==> src/logic/csd_map.vh <==
`ifndef CSD_MAP_VH
`define CSD_MAP_VH
// Register byte addresses
`define CSD_ADDR_CTRL 12'h000
`define CSD_ADDR_LEN 12'h004
`define CSD_ADDR_DATH 12'h008
`define CSD_ADDR_DATL 12'h00c
`define CSD_ADDR_SCTL 12'h010
`define CSD_ADDR_SADR 12'h014
`define CSD_ADDR_SHIFT 12'h018
`define CSD_ADDR_ACC 12'h01c
// crc_control_main fields
`define CSD_EN_BIT 7
`define CSD_GO_BIT 6
`define CSD_BUSY_BIT 5
`define CSD_AUG_BIT 4
`define CSD_DIR_BIT 1
`define CSD_FULL_BIT 0
// crc_length_config fields
`define CSD_DATA_WORD_LENGTH_HI 7
`define CSD_DATA_WORD_LENGTH_LO 4
`define CSD_POLY_WIDTH_HI 3
`define CSD_POLY_WIDTH_LO 0
// scan_control fields
`define CSD_SEN_BIT 7
`define CSD_SGO_BIT 6
`define CSD_SBUSY_BIT 5
`define CSD_MODE_HI 1
`define CSD_MODE_LO 0
// Scan modes
`define CSD_MODE_CONC 2'b00
`define CSD_MODE_BURST 2'b01
`define CSD_MODE_PEEK 2'b10
`define CSD_MODE_TRIG 2'b11
// Reset values
`define CSD_RST_BYTE 8'h00
`define CSD_RST_WORD 16'h0000
`endif

==> src/logic/csd_crc_scan.v <==
// Summary of operation
// [RULE1] Scanner activity freezes on debug halt until user execution resumes.
// [RULE2] Scan control and current address stay readable while halted.
// [RULE3] Peek missed at debug entry is performed when the instruction executes.
// [RULE4] Halt during scan may let instruction run; halt before defers both.
// [RULE5] On PC breakpoint the pending scan completes before debug entry.
// [RULE6] On data breakpoint a scan requested that cycle waits for exit.
// [RULE7] Single step: ready scan reads flash before debug is re-entered.
// [RULE8] Scan stalling a software breakpoint completes, then debug entry.
// [RULE9] Burst: halt during the go-setting instruction delays burst until exit.
// [RULE10] Burst: other halts let the current memory access finish first.
// [RULE11] Burst: halt while running suspends burst, resuming at exit.
// [RULE12] Burst: PC breakpoint or step on go instruction enters debug first.
// [RULE13] Burst: software breakpoint on go instruction; burst runs after exit.
// [RULE14] CRC enable releases CRC from reset; cleared holds it idle.
// [RULE15] crc_shift_start starts the serial shifter; clearing stops it.
// [RULE16] Busy reads one while shifting is in progress or pending.
// [RULE17] zero_augment_select appends zeros to the data stream.
// [RULE18] shift_direction one shifts LSb first, zero MSb first; bits 3:2 zero.
// [RULE19] Full reads one while input registers hold unshifted data.
// [RULE20] Upper nibble of length register is data word length minus one.
// [RULE21] Lower nibble of length register is polynomial length minus one.
// [RULE22] Writing the low data byte loads the word and sets full.
// [RULE23] Frozen scanner keeps address, mode and pending access unchanged; the code lets an access under way complete and advance the address.
// [RULE24] Scan mode encodes concurrent 00, burst 01, peek 10, triggered 11.
// [RULE25] After scan_go_a the scanner waits for CRC ready before loading.
//
// The implementer's own choices: the APB register port and the register addresses.
`timescale 1ns/100ps
`include "csd_map.vh"
module csd_crc_scan #(
    parameter AW = 16,
    parameter DW = 16
) (
    // Clock and reset
    input wire clock_i,
    input wire rst_b_i,
    // APB slave
    input wire psel_i,
    input wire penable_i,
    input wire pwrite_i,
    input wire [11:0] paddr_i,
    input wire [31:0] pwdata_i,
    output wire pready_o,
    output wire pslverr_o,
    output reg [31:0] prdata_o,
    // Debug controller, same clock
    input wire dbg_halted_i,
    input wire dbg_ext_halt_i,
    input wire dbg_pc_bp_i,
    input wire dbg_data_bp_i,
    input wire dbg_step_i,
    input wire dbg_sw_bp_i,
    output wire dbg_entry_ok_o,
    // Processor core, same clock
    input wire cpu_go_instr_i,
    input wire cpu_dead_cycle_i,
    input wire cpu_instr_exec_i,
    output wire cpu_stall_o,
    // Trigger and program flash
    input wire scan_trig_i,
    output reg flash_rd_o,
    output reg [AW-1:0] flash_addr_o,
    input wire [DW-1:0] flash_data_i,
    input wire flash_ack_i,
    input wire [AW-1:0] scan_end_addr_i
);
    reg rst_s1_ff, rst_ff;
    always @(posedge clock_i or negedge rst_b_i) begin
        if (!rst_b_i) begin
            rst_s1_ff <= 1'b0;
            rst_ff <= 1'b0;
        end else begin
            rst_s1_ff <= 1'b1;
            rst_ff <= rst_s1_ff;
        end
    end
    reg trig_s1_ff, trig_s2_ff, trig_d_ff;
    always @(posedge clock_i or negedge rst_ff) begin
        if (!rst_ff) begin
            trig_s1_ff <= 1'b0;
            trig_s2_ff <= 1'b0;
            trig_d_ff <= 1'b0;
        end else begin
            trig_s1_ff <= scan_trig_i;
            trig_s2_ff <= trig_s1_ff;
            trig_d_ff <= trig_s2_ff;
        end
    end
    wire trig_rise = trig_s2_ff & ~trig_d_ff;

    // Registers
    reg crc_en_ff, crc_go_ff, aug_ff, dir_ff, full_ff;
    reg [7:0] len_ff, dath_ff, datl_ff;
    reg [DW-1:0] shift_ff, acc_ff;
    reg [4:0] cnt_ff;
    reg shifting_ff;
    reg scan_en_ff, scan_go_ff;
    reg [1:0] mode_ff;
    reg [AW-1:0] sadr_ff;
    reg pend_ff, peek_owed_ff, burst_hold_ff;

    wire wr = psel_i & penable_i & pwrite_i;
    wire known = (paddr_i == `CSD_ADDR_CTRL) | (paddr_i == `CSD_ADDR_LEN) |
        (paddr_i == `CSD_ADDR_DATH) | (paddr_i == `CSD_ADDR_DATL) |
        (paddr_i == `CSD_ADDR_SCTL) | (paddr_i == `CSD_ADDR_SADR) |
        (paddr_i == `CSD_ADDR_SHIFT) | (paddr_i == `CSD_ADDR_ACC);
    assign pready_o = 1'b1;
    assign pslverr_o = psel_i & penable_i & ~known;
    wire wr_ctrl = wr & (paddr_i == `CSD_ADDR_CTRL);
    wire wr_datl = wr & (paddr_i == `CSD_ADDR_DATL);
    wire wr_sctl = wr & (paddr_i == `CSD_ADDR_SCTL);

    wire [3:0] data_word_length = len_ff[`CSD_DATA_WORD_LENGTH_HI:`CSD_DATA_WORD_LENGTH_LO]; // RULE20
    wire [3:0] poly_width = len_ff[`CSD_POLY_WIDTH_HI:`CSD_POLY_WIDTH_LO]; // RULE21
    wire crc_busy = full_ff | shifting_ff; // RULE16
    wire crc_ready = crc_en_ff & crc_go_ff & ~full_ff; // RULE25

    // One CRC step: feedback bit, polynomial masked to active width
    function [DW-1:0] crc_step;
        input [DW-1:0] acc;
        input din;
        input [3:0] pl;
        reg [DW-1:0] mask;
        reg fb;
        begin
            mask = (16'hffff >> (4'hf - pl));
            fb = acc[pl] ^ din;
            crc_step = ((acc << 1) ^ (fb ? 16'h1021 : 16'h0000)) & mask;
        end
    endfunction

    // Scanner control
    wire halted = dbg_halted_i; // RULE1
    wire burst = (mode_ff == `CSD_MODE_BURST); // RULE24
    wire peek = (mode_ff == `CSD_MODE_PEEK);
    wire trig = (mode_ff == `CSD_MODE_TRIG);
    // A halt on the go instruction holds the burst start until exit
    wire go_halt = cpu_go_instr_i & (dbg_ext_halt_i | dbg_pc_bp_i | dbg_step_i |
        dbg_sw_bp_i); // RULE9 RULE12 RULE13
    reg acc_busy_ff;
    reg trig_seen_ff;
    wire slot = peek ? (cpu_dead_cycle_i | (peek_owed_ff & cpu_instr_exec_i))
        : trig ? trig_seen_ff : 1'b1;
    // Data breakpoint cycle postpones a new scan request
    wire block_new = dbg_data_bp_i | burst_hold_ff; // RULE6
    wire start = scan_en_ff & scan_go_ff & ~halted & ~acc_busy_ff & crc_ready &
        slot & ~block_new & ~pend_ff; // RULE25 RULE1
    // Debug entry waits for an access already under way
    assign dbg_entry_ok_o = ~acc_busy_ff; // RULE5 RULE7 RULE8 RULE10
    assign cpu_stall_o = acc_busy_ff | (burst & scan_go_ff & scan_en_ff & ~halted); // RULE4 RULE11

    always @(posedge clock_i or negedge rst_ff) begin
        if (!rst_ff) begin
            crc_en_ff <= 1'b0;
            crc_go_ff <= 1'b0;
            aug_ff <= 1'b0;
            dir_ff <= 1'b0;
            full_ff <= 1'b0;
            len_ff <= `CSD_RST_BYTE;
            dath_ff <= `CSD_RST_BYTE;
            datl_ff <= `CSD_RST_BYTE;
            shift_ff <= `CSD_RST_WORD;
            acc_ff <= `CSD_RST_WORD;
            cnt_ff <= 5'h00;
            shifting_ff <= 1'b0;
            scan_en_ff <= 1'b0;
            scan_go_ff <= 1'b0;
            mode_ff <= 2'b00;
            sadr_ff <= {AW{1'b0}};
            pend_ff <= 1'b0;
            peek_owed_ff <= 1'b0;
            burst_hold_ff <= 1'b0;
            acc_busy_ff <= 1'b0;
            trig_seen_ff <= 1'b0;
            flash_rd_o <= 1'b0;
            flash_addr_o <= {AW{1'b0}};
        end else begin
            if (wr_ctrl) begin
                crc_en_ff <= pwdata_i[`CSD_EN_BIT]; // RULE14
                crc_go_ff <= pwdata_i[`CSD_GO_BIT]; // RULE15
                aug_ff <= pwdata_i[`CSD_AUG_BIT]; // RULE17
                dir_ff <= pwdata_i[`CSD_DIR_BIT]; // RULE18
            end
            if (wr & (paddr_i == `CSD_ADDR_LEN))
                len_ff <= pwdata_i[7:0];
            if (wr & (paddr_i == `CSD_ADDR_DATH))
                dath_ff <= pwdata_i[7:0];
            if (wr & (paddr_i == `CSD_ADDR_ACC))
                acc_ff <= pwdata_i[DW-1:0];
            if (wr_sctl) begin
                scan_en_ff <= pwdata_i[`CSD_SEN_BIT];
                scan_go_ff <= pwdata_i[`CSD_SGO_BIT];
                mode_ff <= pwdata_i[`CSD_MODE_HI:`CSD_MODE_LO]; // RULE24
            end
            if (wr & (paddr_i == `CSD_ADDR_SADR) & ~scan_go_ff)
                sadr_ff <= pwdata_i[AW-1:0];
            // Shifter engine
            if (!crc_en_ff) begin
                full_ff <= 1'b0; // RULE14
                shifting_ff <= 1'b0;
                cnt_ff <= 5'h00;
            end else begin
                if (crc_go_ff & full_ff & ~shifting_ff) begin
                    shift_ff <= {dath_ff, datl_ff};
                    full_ff <= 1'b0; // RULE19
                    shifting_ff <= 1'b1;
                    cnt_ff <= {1'b0, data_word_length} + (aug_ff ? {1'b0, poly_width} + 5'h01 : 5'h00)
                        + 5'h01; // RULE17
                end else if (crc_go_ff & shifting_ff) begin // RULE15
                    if (dir_ff) begin // RULE18
                        acc_ff <= crc_step(acc_ff, shift_ff[0], poly_width);
                        shift_ff <= shift_ff >> 1;
                    end else begin
                        acc_ff <= crc_step(acc_ff, shift_ff[data_word_length], poly_width);
                        shift_ff <= shift_ff << 1;
                    end
                    cnt_ff <= cnt_ff - 5'h01;
                    if (cnt_ff == 5'h01)
                        shifting_ff <= 1'b0;
                end
                if (wr_datl | (flash_ack_i & acc_busy_ff))
                    full_ff <= 1'b1; // RULE22
            end
            if (wr_datl)
                datl_ff <= pwdata_i[7:0]; // RULE22
            // Scanner; new starts hold while halted, but an access under way still completes and advances the address
            if (!scan_en_ff) begin
                acc_busy_ff <= 1'b0;
                pend_ff <= 1'b0;
                flash_rd_o <= 1'b0;
            end else if (!halted) begin // RULE23
                burst_hold_ff <= burst & go_halt;
                if (trig & trig_rise)
                    trig_seen_ff <= 1'b1;
                if (peek & cpu_dead_cycle_i & dbg_ext_halt_i)
                    peek_owed_ff <= 1'b1; // RULE3
                if (dbg_data_bp_i & scan_go_ff)
                    pend_ff <= 1'b1; // RULE6
                if (start) begin
                    acc_busy_ff <= 1'b1;
                    flash_rd_o <= 1'b1;
                    flash_addr_o <= sadr_ff;
                    // A trigger edge in the start cycle is kept for the next word
                    trig_seen_ff <= trig & trig_rise;
                    peek_owed_ff <= 1'b0;
                end
                if (acc_busy_ff & flash_ack_i) begin
                    acc_busy_ff <= 1'b0;
                    flash_rd_o <= 1'b0;
                    {dath_ff, datl_ff} <= flash_data_i;
                    sadr_ff <= sadr_ff + {{(AW-1){1'b0}}, 1'b1};
                    if (sadr_ff >= scan_end_addr_i)
                        scan_go_ff <= 1'b0;
                end
            end else begin
                // Postponed request is served after exit
                if (pend_ff)
                    pend_ff <= 1'b1;
                if (acc_busy_ff & flash_ack_i) begin // RULE5 RULE10
                    acc_busy_ff <= 1'b0;
                    flash_rd_o <= 1'b0;
                    {dath_ff, datl_ff} <= flash_data_i;
                    sadr_ff <= sadr_ff + {{(AW-1){1'b0}}, 1'b1};
                    // Last word finished under halt must still end the scan
                    if (sadr_ff >= scan_end_addr_i)
                        scan_go_ff <= 1'b0;
                end
            end
            if (!halted & pend_ff & ~dbg_data_bp_i)
                pend_ff <= 1'b0; // RULE6
        end
    end

    // Read mux; unmapped reads zero
    always @* begin
        prdata_o = 32'h00000000;
        case (paddr_i)
            `CSD_ADDR_CTRL: prdata_o = {24'h000000, crc_en_ff, crc_go_ff, crc_busy,
                aug_ff, 2'b00, dir_ff, full_ff}; // RULE18
            `CSD_ADDR_LEN: prdata_o = {24'h000000, len_ff};
            `CSD_ADDR_DATH: prdata_o = {24'h000000, dath_ff};
            `CSD_ADDR_DATL: prdata_o = {24'h000000, datl_ff};
            `CSD_ADDR_SCTL: prdata_o = {24'h000000, scan_en_ff, scan_go_ff, acc_busy_ff,
                3'b000, mode_ff}; // RULE2
            `CSD_ADDR_SADR: prdata_o = {{(32-AW){1'b0}}, sadr_ff}; // RULE2
            `CSD_ADDR_SHIFT: prdata_o = {{(32-DW){1'b0}}, shift_ff};
            `CSD_ADDR_ACC: prdata_o = {{(32-DW){1'b0}}, acc_ff};
            default: prdata_o = 32'h00000000;
        endcase
    end
endmodule // csd_crc_scan

==> config.mk <==
export PLATFORM = sky130hd
export DESIGN_NAME = csd_crc_scan
export DESIGN_NICKNAME = d
export VERILOG_FILES = /design/src/logic/csd_crc_scan.v
export VERILOG_INCLUDE_DIRS = /design/src /design/src/logic
export SDC_FILE = /design/constraint.sdc
export NUM_CORES = 1
export LEC_CHECK = 0
export CORE_ASPECT_RATIO = 1.2
export CORE_MARGIN = 3
export CORE_UTILIZATION = 40
export DETAILED_ROUTE_END_ITERATION = 10
export DONT_BUFFER_PORTS = 1
export PLACE_DENSITY = 0.56
export SLEW_MARGIN = 20
export SYNTH_ARGS = -nofsm -noshare
export SYNTH_HDL_FRONTEND = slang
export SYNTH_SLANG_ARGS = --single-unit
==> constraint.sdc <==
create_clock -name clock_i -period 3.8 [get_ports clock_i]
set_clock_uncertainty 0.05 [all_clocks]
set_input_delay 0.76 -clock clock_i [delete_from_list [all_inputs] [get_ports clock_i]]
set_output_delay 0.76 -clock clock_i [all_outputs]
set_load 0.02 [all_outputs]
==> results.yml <==
power_and_ir_drop:
  power_density_nw_per_um2: 391
  total_leakage_power_uw: 0.00369
  seq_power_share: 0.390
  worst_ir_drop_vdd_v: 0.000294
  combPwrFrac: 0.021
  switching_power_uw: 626
  power.share.clock: 0.588
  power_report.internal_total_uw: 2510
  netSwitchingFraction: 0.199
clocking:
  clock_tree.buffer_depth: 2
  inserted_clock_buffers: 17
  ctsRootBufferMaster: "sky130_fd_sc_hd__clkbuf_16"
  htree_num_levels: 4
  cts.repair_timing.setup_buffer_count: 0
  clk_transition_reported_paths_ps: 50
  cts_tree: "built"
  ctsResizeCount: 0
  cts.sinks: 113
  clk-insertion-delay-late_ps: 420
floorplanning:
  die_y_um: 152
  design.die.area_um2: 19400
  core_region_area_um2: 17200
  die_x_um: 128
  ioPinCount: 145
  initial_core_util: 0.415
  floorplan.rows: 52
logic_synthesis:
  cell_types_with_the_largest_area_share_after_synthesis: "sky130_fd_sc_hd__dfrtp_1 (40%), sky130_fd_sc_hd__mux2i_1 (8.0%), sky130_fd_sc_hd__ha_1 (4.7%)"
  number_of_enable_flip_flop_cells_after_synthesis: 0
  ys_warn_count: 0
  syn_area_per_cell_um2: 9.52
  yosys.area_share.simple: 0.150
  synth_async_sr_flop_share: 1.00
  synthesis.instances: 748
  share_of_the_synthesized_area_in_compound_gates_ao_oa_aoi_oai: 0.163
  ys.flop_type: "sky130_fd_sc_hd__dfrtp_1"
  yosys.cell_types.count: 64
  synth_sequential_area_ratio: 0.397
  synth_fa_ha_area_frac: 0.0503
  synth_xor_xnor_area_share: 0.00861
  yosys.area.top_type_share: 0.397
  synth_top_area_cell: "sky130_fd_sc_hd__dfrtp_1"
  yosys_register_bits: 113
  synth_mux_area_frac: 0.167
  cell_area_synth_um2: 7120
  synth_top_family_by_area: "multiplexers"
placed_design:
  gp_congestion: 0.899
  area_after_detailed_placement_um2: 7330
  half_perimeter_wire_length_after_detailed_placement_mm: 17.0
  port_bufs: 0
  dp_cells: 941
sta:
  worstMarginPinSlew_ps: 1050
  timing.setup.tns_ps: 0
  hold_slack_ps: 304
  timing.slew.headroom: 0.296
  min_period_over_period: 0.959
  max_frequency_ghz: 0.274
  setup_repair_after_global_routing_missed_its_margin: "no"
  endpoints_failing_hold: 0
  timing_max_transition_violations_final: 0
  finalCriticalPeriod_ps: 3640
  setup_viol: 0
setup_path:
  critPathBufInv: 2
  end_kind: "primary output"
  cpMostUsedCell: "sky130_fd_sc_hd__buf_4"
  worst_path_max_delay_cell: "sky130_fd_sc_hd__or4_4"
  crit_fanout: 6
  timing.critical_path.arrival_ps: 2830
  worst_path_largest_cell_delay_ps: 560
  setup.worst_path.class: "input port to primary output"
  timing.critical_path.from_type: "input port"
  critical_path.top_delay_family: "simple AND/OR/NAND/NOR gates"
  path_cells: "or4_4 > or3_4 > or3_1 > buf_4 > nor2_8 > a22oi_1 > nand3_1 > buf_4"
  worst_ep_required_time_ps: 2990
detailed_routing:
  drt_iter0_drc: 525
  totalWireLength_mm: 22.6
  drt_drc_violations_left: 0
  detail_route.wl_per_cell_um: 23.2
  vias_per_cell: 5.97
  via_count: 5811
  drt-pass1-iter-count: 5
  drt.antenna.violating_nets: 0
final_layout:
  layout.nets: 865
  share_of_cells_above_drive_strength_1: 0.148
  multiInputGateArea_um2: 3910
  fin_area_um2: 8020
  most_frequent_cells_in_the_layout: "sky130_fd_sc_hd__dfrtp_1 (112), sky130_fd_sc_hd__nand2_1 (66), sky130_fd_sc_hd__o21ai_0 (65)"
  antenna_cells: 0
  number_of_standard_cells_in_the_layout_taps_in_and_fillers_out: 974
  layout-area-overhead-vs-synth_pct: 12.6
  regArea_um2: 2830
  mostFrequentLayoutCell: "sky130_fd_sc_hd__dfrtp_1"
  fin_util: 0.467
  fillerInstances: 1633
global_routing:
  grt_pass1_wl_mm: 35.2
  grt_max_degree: 59
  via_count_of_the_first_global_routing_pass: 5859
  grt-ovfl-total: 0
  grt_util_all_layers: 0.237
  antenna_violations_before_repair: 0
min_path:
  min_path_type: "flop to flop"
flow_run:
  max-cap-violations: 0
outcome:
  outcome: "completed"
==> sequential cells by signal, summed over array words and instances (netlist names), 2 cells and up <==
signal / flops
shift_ff: 16
len_ff: 8
dath_ff: 8
mode_ff: 2
sadr_ff: 16
flash_addr_o: 16
acc_ff: 16
cnt_ff: 5
datl_ff: 8
==> per-layer routing <==
| layer | vias up | track usage | wire length (um) |
|---|---|---|---|
| met1 | 2867 | 0.301 | 9240 |
| li1 | 2678 | - | - |
| met4 | 0 | 0.103 | 986 |
| met5 | - | 0 | 0 |
| met2 | 210 | 0.378 | 10900 |
| met3 | 56 | 0.0638 | 1500 |
==> Yosys cell counts, types with 4 or more instances <==
cell	instances
sky130_fd_sc_hd__nor2b_1	5
sky130_fd_sc_hd__nor2_1	47
sky130_fd_sc_hd__nor3_1	11
sky130_fd_sc_hd__xnor2_1	5
sky130_fd_sc_hd__mux2_2	24
sky130_fd_sc_hd__mux4_2	10
sky130_fd_sc_hd__mux2i_1	57
sky130_fd_sc_hd__o21ai_0	65
sky130_fd_sc_hd__a221oi_1	4
sky130_fd_sc_hd__buf_4	18
sky130_fd_sc_hd__and3_1	9
sky130_fd_sc_hd__nand2_1	66
sky130_fd_sc_hd__o22ai_1	5
sky130_fd_sc_hd__nand3_1	25
sky130_fd_sc_hd__a222oi_1	10
sky130_fd_sc_hd__o211ai_1	4
sky130_fd_sc_hd__dfrtp_1	113
sky130_fd_sc_hd__and2_1	7
sky130_fd_sc_hd__buf_1	5
sky130_fd_sc_hd__mux2_4	8
sky130_fd_sc_hd__ha_1	27
sky130_fd_sc_hd__inv_1	40
sky130_fd_sc_hd__a21oi_1	56
sky130_fd_sc_hd__clkbuf_1	33
sky130_fd_sc_hd__nand4_1	9
sky130_fd_sc_hd__a21o_1	12
sky130_fd_sc_hd__nand2b_1	7
sky130_fd_sc_hd__o221a_2	4
==> worst reg2reg max path, stage by stage, from the launching register on <==
cell                      delay (ps)
sky130_fd_sc_hd__dfrtp_1         680
sky130_fd_sc_hd__ha_1            320
sky130_fd_sc_hd__inv_1            60
sky130_fd_sc_hd__ha_1            310
sky130_fd_sc_hd__and2_1          150
sky130_fd_sc_hd__ha_1            320
sky130_fd_sc_hd__a21o_1          170
sky130_fd_sc_hd__a21oi_1         160
sky130_fd_sc_hd__xor2_1          170
sky130_fd_sc_hd__a21oi_1          80
sky130_fd_sc_hd__o21ai_0         160
==> stage by stage <==
step / total power (uW) / setup slack [ps]
global route: 3230 / 45.0
detailed placement: 1310 / 184
finish: 3140 / 155
global placement: 1310 / 182
CTS: 3160 / 171
floorplan: 1310 / 316
==> repair_timing <==
item | in CTS | in global routing
hold endpoints to repair | 2 | 0
hold buffers | 1 | 0
endpoints found under the setup margin | 0 | 0
==> worst paths after layout <==
path                                  startpoint                    end  slack, ps  cells past startpoint
max                                  paddr_i[11]            prdata_o[2]        160                      8
min                          rst_s1_ff$_DFF_PN0_       rst_ff$_DFF_PN0_        300                      0
max reg2reg                len_ff[1]$_DFFE_PN0P_  cnt_ff[4]$_DFFE_PN0P_       1080                     10
min reg2reg                  rst_s1_ff$_DFF_PN0_       rst_ff$_DFF_PN0_        300                      0
max in group asynchronous       rst_ff$_DFF_PN0_  sadr_ff[13]$_DFF_PN0_       2600                      1
min in group asynchronous       rst_ff$_DFF_PN0_   datl_ff[4]$_DFF_PN0_        350                      0
==> power by group through the flow <==
stage	Combinational, uW	Sequential [uW]	Clock, uW
after floorplan	62.8	1250	0
after detailed placement	66.9	1250	0
after global routing	75.7	1230	1930
after CTS	68.4	1220	1870
final	67.1	1220	1850
after global placement	64.3	1250	0
==> area by class of cell <==
| type | count | share of cell area |
|---|---|---|
| multi-input combinational | 552 | 0.488 |
| inverter | 40 | 0.0187 |
| tap | 216 | 0.0337 |
| sequential | 113 | 0.353 |
| clock inverter | 9 | 0.0251 |
| clock buffer | 23 | 0.0596 |
| timing repair buffer | 21 | 0.0215 |
==> kinds of logic after synthesis <==
logic type	count (synthesis)
xor gates and xnor gates	7
and+or+nand+nor	212
DFF	113
buffers and inverters	99
AOI/OAI and AO/OA	188
other	2
adders and majority gates	28
muxes	99
No activity file was read; power rests on OpenSTA's default activity.
